`config.mk`:
```
export PLATFORM = sky130hd
export DESIGN_NAME = timed_pattern_next_data
export DESIGN_NICKNAME = d
export VERILOG_FILES = /design/src/hw/timed_pattern_pkg.sv /design/src/hw/timed_pattern_next_data.sv
export SDC_FILE = /design/constraint.sdc
export NUM_CORES = 1
export LEC_CHECK = 0
export BUFFER_PORTS_ARGS = -buffer_cell sky130_fd_sc_hd__buf_2
export CELL_PAD_IN_SITES_DETAIL_PLACEMENT = 0
export CELL_PAD_IN_SITES_GLOBAL_PLACEMENT = 1
export CORE_ASPECT_RATIO = 1.5
export CORE_MARGIN = 4
export CORE_UTILIZATION = 36
export DETAILED_ROUTE_END_ITERATION = 7
export HOLD_SLACK_MARGIN = 0.08
export MAX_ROUTING_LAYER = met4
export PLACE_DENSITY_LB_ADDON = 0.1
export REMOVE_ABC_BUFFERS = 1
export SLEW_MARGIN = 15
export SYNTH_ARGS = -nofsm -noshare
export SYNTH_HDL_FRONTEND = slang
export SYNTH_SLANG_ARGS = --single-unit
export TNS_END_PERCENT = 50
```
`constraint.sdc`:
```
create_clock -name pclk -period 1.6 [get_ports pclk]
set_input_delay 0.08 -clock pclk [delete_from_list [all_inputs] [get_ports pclk]]
set_output_delay 0.08 -clock pclk [all_outputs]
set_load 0.03 [all_outputs]
```
`src/hw/timed_pattern_pkg.sv`:
```
// Purpose: Constants for the timed pattern next-data block
// Assumes: APB word addressing, byte address is four times the index
// Notes: Indices are the printed register offsets
`default_nettype none
package timed_pattern_pkg;
  localparam int ADDR_W = 18;
  localparam int NGROUP = 4;
  localparam int SEL_W = 2;
  localparam int NIB_W = 4;
  localparam logic [15:0] IDX_TRIG = 16'hffa1;
  localparam logic [15:0] IDX_EN_HIGH = 16'hffa2;
  localparam logic [15:0] IDX_EN_LOW = 16'hffa3;
  localparam logic [15:0] IDX_STG_HIGH_FIRST = 16'hffa4;
  localparam logic [15:0] IDX_STG_LOW_FIRST = 16'hffa5;
  localparam logic [15:0] IDX_STG_HIGH_SECOND = 16'hffa6;
  localparam logic [15:0] IDX_STG_LOW_SECOND = 16'hffa7;
  localparam logic [15:0] IDX_PORT_LOW = 16'hffd3;
  localparam logic [15:0] IDX_PORT_HIGH = 16'hffd6;
  localparam logic [7:0] STAGE_RST = 8'h00;
  localparam logic [7:0] EN_RST = 8'h00;
  localparam logic [7:0] TRIG_RST = 8'hff;
  localparam logic [7:0] PORT_RST = 8'h00;
  localparam logic [7:0] RSVD_BYTE = 8'hff;
  localparam logic [3:0] RSVD_NIB = 4'hf;
  localparam logic [23:0] RDATA_PAD = 24'h000000;
  function automatic logic [ADDR_W-1:0] byte_addr(input logic [15:0] idx);
    byte_addr = {idx, 2'b00};
  endfunction
endpackage
`default_nettype wire

```
`src/hw/timed_pattern_next_data.sv`:
```
// Purpose: Staged pattern registers moved to port data on timer compare match
// Assumes: cmp_match pulses come from logic on pclk; hw_standby is an async pin
// Notes: Zero-wait APB slave; software standby needs no logic, state is kept
//
// Our own choice: the APB register port.
`timescale 1ns/1ps
`default_nettype none
module timed_pattern_next_data
  import timed_pattern_pkg::*;
(
  input wire logic pclk,
  input wire logic presetn,
  input wire logic psel,
  input wire logic penable,
  input wire logic pwrite,
  input wire logic [ADDR_W-1:0] paddr,
  input wire logic [31:0] pwdata,
  output logic [31:0] prdata,
  output logic pready,
  output logic pslverr,
  input wire logic [NGROUP-1:0] cmp_match,
  input wire logic hw_standby,
  output logic [7:0] port_low_data,
  output logic [7:0] port_high_data
);
  logic [7:0] stg_low_r, stg_low_nxt;
  logic [7:0] stg_high_r, stg_high_nxt;
  logic [7:0] en_low_r, en_low_nxt;
  logic [7:0] en_high_r, en_high_nxt;
  logic [7:0] trig_r, trig_nxt;
  logic [7:0] port_low_r, port_low_nxt;
  logic [7:0] port_high_r, port_high_nxt;
  logic [7:0] rdata_r, rdata_nxt;
  logic err_r, err_nxt;
  logic stby_meta_r, stby_r;
  logic [NGROUP-1:0] hit;
  logic [7:0] xfer_low, xfer_high;
  logic shared_low, shared_high;
  logic wr, setup;
  logic mapped;

  // Pin passes two flops before use
  always_ff @(posedge pclk or negedge presetn) begin
    if (!presetn) begin
      stby_meta_r <= 1'b0;
      stby_r <= 1'b0;
    end else begin
      stby_meta_r <= hw_standby;
      stby_r <= stby_meta_r;
    end
  end

  // Each group follows only the channel its select field names
  for (genvar g = 0; g < NGROUP; g++) begin : g_hit
    assign hit[g] = cmp_match[trig_r[g*SEL_W +: SEL_W]];
  end

  assign xfer_low = {{NIB_W{hit[1]}}, {NIB_W{hit[0]}}} & en_low_r;
  assign xfer_high = {{NIB_W{hit[3]}}, {NIB_W{hit[2]}}} & en_high_r;
  assign shared_low = trig_r[1:0] == trig_r[3:2];
  assign shared_high = trig_r[5:4] == trig_r[7:6];
  assign wr = psel & penable & pwrite;
  assign setup = psel & ~penable;

  always_comb begin
    mapped = 1'b1;
    rdata_nxt = rdata_r;
    case (paddr)
      byte_addr(IDX_TRIG): rdata_nxt = trig_r;
      byte_addr(IDX_EN_HIGH): rdata_nxt = en_high_r;
      byte_addr(IDX_EN_LOW): rdata_nxt = en_low_r;
      byte_addr(IDX_PORT_LOW): rdata_nxt = port_low_r;
      byte_addr(IDX_PORT_HIGH): rdata_nxt = port_high_r;
      byte_addr(IDX_STG_LOW_FIRST): begin
        rdata_nxt = shared_low ? stg_low_r : {stg_low_r[7:4], RSVD_NIB};
      end
      byte_addr(IDX_STG_LOW_SECOND): begin
        rdata_nxt = shared_low ? RSVD_BYTE : {RSVD_NIB, stg_low_r[3:0]};
      end
      byte_addr(IDX_STG_HIGH_FIRST): begin
        rdata_nxt = shared_high ? stg_high_r : {stg_high_r[7:4], RSVD_NIB};
      end
      byte_addr(IDX_STG_HIGH_SECOND): begin
        rdata_nxt = shared_high ? RSVD_BYTE : {RSVD_NIB, stg_high_r[3:0]};
      end
      default: begin
        mapped = 1'b0;
        rdata_nxt = STAGE_RST;
      end
    endcase
    err_nxt = err_r;
    // Read data is caught in the setup cycle so the access needs no wait
    if (!setup) begin
      rdata_nxt = rdata_r;
    end else begin
      err_nxt = ~mapped;
    end
  end

  always_comb begin
    stg_low_nxt = stg_low_r;
    stg_high_nxt = stg_high_r;
    en_low_nxt = en_low_r;
    en_high_nxt = en_high_r;
    trig_nxt = trig_r;
    port_low_nxt = port_low_r;
    port_high_nxt = port_high_r;
    if (wr) begin
      case (paddr)
        byte_addr(IDX_TRIG): trig_nxt = pwdata[7:0];
        byte_addr(IDX_EN_HIGH): en_high_nxt = pwdata[7:0];
        byte_addr(IDX_EN_LOW): en_low_nxt = pwdata[7:0];
        byte_addr(IDX_PORT_LOW): begin
          port_low_nxt = (port_low_r & en_low_r) | (pwdata[7:0] & ~en_low_r);
        end
        byte_addr(IDX_PORT_HIGH): begin
          port_high_nxt = (port_high_r & en_high_r) | (pwdata[7:0] & ~en_high_r);
        end
        byte_addr(IDX_STG_LOW_FIRST): begin
          if (shared_low) begin
            stg_low_nxt = pwdata[7:0];
          end else begin
            stg_low_nxt[7:4] = pwdata[7:4];
          end
        end
        byte_addr(IDX_STG_LOW_SECOND): begin
          if (!shared_low) begin
            stg_low_nxt[3:0] = pwdata[3:0];
          end
        end
        byte_addr(IDX_STG_HIGH_FIRST): begin
          if (shared_high) begin
            stg_high_nxt = pwdata[7:0];
          end else begin
            stg_high_nxt[7:4] = pwdata[7:4];
          end
        end
        byte_addr(IDX_STG_HIGH_SECOND): begin
          if (!shared_high) begin
            stg_high_nxt[3:0] = pwdata[3:0];
          end
        end
        default: begin
          trig_nxt = trig_r;
        end
      endcase
    end
    // Transfer uses the old stage, so a same-cycle write lands next match
    port_low_nxt = (port_low_nxt & ~xfer_low) | (stg_low_r & xfer_low);
    port_high_nxt = (port_high_nxt & ~xfer_high) | (stg_high_r & xfer_high);
    if (stby_r) begin
      stg_low_nxt = STAGE_RST;
      stg_high_nxt = STAGE_RST;
      en_low_nxt = EN_RST;
      en_high_nxt = EN_RST;
      trig_nxt = TRIG_RST;
      port_low_nxt = PORT_RST;
      port_high_nxt = PORT_RST;
    end
  end

  always_ff @(posedge pclk or negedge presetn) begin
    if (!presetn) begin
      stg_low_r <= STAGE_RST;
      stg_high_r <= STAGE_RST;
      en_low_r <= EN_RST;
      en_high_r <= EN_RST;
      trig_r <= TRIG_RST;
      port_low_r <= PORT_RST;
      port_high_r <= PORT_RST;
      rdata_r <= STAGE_RST;
      err_r <= 1'b0;
    end else begin
      stg_low_r <= stg_low_nxt;
      stg_high_r <= stg_high_nxt;
      en_low_r <= en_low_nxt;
      en_high_r <= en_high_nxt;
      trig_r <= trig_nxt;
      port_low_r <= port_low_nxt;
      port_high_r <= port_high_nxt;
      rdata_r <= rdata_nxt;
      err_r <= err_nxt;
    end
  end

  assign prdata = {RDATA_PAD, rdata_r};
  assign pready = 1'b1;
  assign pslverr = psel & penable & err_r;
  assign port_low_data = port_low_r;
  assign port_high_data = port_high_r;
endmodule
`default_nettype wire

```
==> reports/results.txt <==
Chip width = 94.95 um
Static Leak = 2.568 nW
Antenna Nets Post-Route = 0
FF-to-FF setup slack = -0.25 ns
Status = complete, but fails checks
Detail Placement HPWL = 10.48 mm
H-tree depth = 3
Layout area overhead = 33.96%
Synth warn = 0
Diodes inserted = 0
Vias = 3,754
Final setup margin = -0.2520 ns
Fin. max-slew vios = 0
Slowest stage delay, CP = 0.56 ns
Arr. time, crit path = 2.06 ns
Total grt overflow = 0
IO Port Bufs = 60
Hold_sp = pwdata[7]
# IOs = 110
Total Routing Usage GR = 22.34%
First-pass GRT wire length = 21.45 mm
Seq/Total Area, Yosys = 41.31%
Worst-Skew Late Latency = 0.34 ns
Total core area = 0.01106 mm^2
Pre-CTS setup slack = -0.3907 ns
Setup TNS = -4.671 ns
FP Rows = 47
Clock Sinks = 67
Tot Pwr = 4.309 mW
Die H = 138.4 um
Setup crit start kind = register
Setup Viol. Count Final = 27
Ys flop type = dfrtp_1
Vias in the first global route = 3,788
Final Hold Vio Count = 0
Clock Tree Root = clkbuf_16
Synth Instances = 430
Routed len/inst = 19.37 um
Netlist area before placement = 0.004083 mm^2
Req. time, crit path = 1.81 ns
CP Cell Sequence = xor2_2, nor2_2, xnor2_2, or3_1, a221oi_2, o2bb2ai_1
Number of CTS-inserted buffers = 9
Final core area utilization = 49.47%
CP max FO = 4
Avg Inst Size Synth = 9.495 um^2
Die area = 0.01314 mm^2
Worst-path clk slew = 0.06 ns
Initial antenna violation count = 0
EDFF count, synth = 0
Layout cells sized above 1 = 34.99%
Worst setup EP type = register
WS Path Type = reg2reg
Gpl congestion = 0.9203
Nets = 618
Leading area contributor after synthesis = dfrtp_1
Via/cell ratio = 5.287
DR DRC count = 0
VDD IR-drop max = 0.5897 mV
Top Family by Delay on Critical Path = flip-flops
Starting Density = 36.93%
Most common cell after layout, fill and taps aside = nor2_1
Max frequency = 540.0 MHz
Post-synth top area share = 36.16%
Initial DRC count = 188
Cell variety after synth = 54
Clock Skews = 0.009263 ns
Post-route cell area = 0.005469 mm^2
Share of flip-flops with an asynchronous set or reset = 100.0%
Unrepaired setup endpoints after global routing = yes
Area contributors post-synth = dfrtp_1, mux2i_1, nor2_1, dfstp_2, buf_4
TritonCTS clock tree = yes
Final period util = 115.7%
Failing checks = setup timing
Min-delay worst type = in2reg
Max cap viols = 0
R2R Path Start = trig_r[4]
Max stage delay cell, worst path = dfstp_2
Most frequent cells in the layout = nor2_1, buf_4, buf_2
Seq cells post-synth = 67
Fillers = 1,114
Pin count of the biggest net entering global routing = 68
P per Cell Area = 787.9 mW/mm^2
Minimum clock period = 1.852 ns
CP bufs+invs = 0
Post-Route WL = 13.75 mm
Drt pass-1 iters = 4
Placed cell areas = 0.004977 mm^2
CTS max path bufs = 2
Worst Setup SP = trig_r[4]
==> final cells by class <==
type	count	area [um^2]	share of cell area, %
Timing Repair Buffer	138	922.1	16.86
Inverter	18	67.56	1.235
Sequential cell	67	1687	30.84
Clock inverter	7	98.84	1.807
Multi-Input combinational cell	324	2285	41.78
Clock buffer	9	225.2	4.118
Tap cell	147	183.9	3.363
==> metrics by stage <==
step | cells | hold slack (ns)
after CTS | 711 | 0.08311
after global routing | 710 | 0.1098
after global placement | 691 | 0.1368
after detailed placement | 691 | 0.1362
final | 710 | 0.09580
after floorplan | 409 | -0.2156
==> synthesized netlist by cell type (all sizes together) (6+ instances only) <==
| cell type | number |
|---|---|
| a31oi | 17 |
| o2bb2ai | 6 |
| nand2b | 10 |
| dfstp | 8 |
| nand2 | 16 |
| buf | 30 |
| inv | 18 |
| o31ai | 16 |
| nor2 | 77 |
| nand3 | 7 |
| dfrtp | 59 |
| clkbuf | 14 |
| a22oi | 14 |
| a21oi | 6 |
| a211oi | 18 |
| mux2i | 43 |
==> where the power goes <==
part | total [mW] | leakage, nW | internal (mW) | switching (mW)
Clock | 2.18 | 0.156 | 1.37 | 0.809
Sequential | 1.70 | 0.899 | 1.70 | 0.00140
Combinational | 0.425 | 1.51 | 0.143 | 0.282
==> tightest hold or removal path, delay by kind of cell <==
family / cells / cell delay [ns]
buf+inv: 1 / 0.16
mux: 1 / 0.09
simple gates: 1 / 0.07
==> flip-flops by register name, summed over array words and instances, names as in the netlist <==
signal          cells
stg_high_r          8
en_low_r            8
stg_low_r           8
stby_meta_r         1
stby_r              1
trig_r              8
en_high_r           8
rdata_r             8
port_low_data       8
err_r               1
port_high_data      8
==> layer usage <==
metal | share of wire (%) | routed length, um | global-route usage [%] | up-vias
met2 | 55 | 7581 | 38.81 | 85
met1 | 39 | 5370 | 25.63 | 1860
met5 | 0 | 0 | - | -
met4 | 2.5 | 337 | 7.985 | 0
met3 | 3.4 | 462 | 3.370 | 23
li1 | - | - | - | 1786
==> path summary, 6_finish.rpt <==
path,end,cells past startpoint
max,rdata_r[0],6
min,trig_r[7],3
max reg2reg,rdata_r[0],6
min reg2reg,stby_r,0
max in group asynchronous,trig_r[4],3
min in group asynchronous,port_low_data[6],3
==> timing repair <==
item	CTS	global route
hold buffers	3	0
pin swaps	12	9
setup endpoints to repair	28	32
resized for setup	12	14
hold endpoints to repair	69	0
buffers inserted	1	0
==> logic make-up after synthesis <==
logic type / count (synthesis) / share of synthesized area (%)
XOR/XNOR: 7 / 1.502
flip-flops: 67 / 41.31
buffers and inverters: 62 / 8.121
other: 2 / 0.1839
multiplexers: 49 / 13.30
AO/OA/AOI/OAI: 100 / 17.96
AND/OR/NAND/NOR: 143 / 17.62
Power figures use the tool's default switching activity.
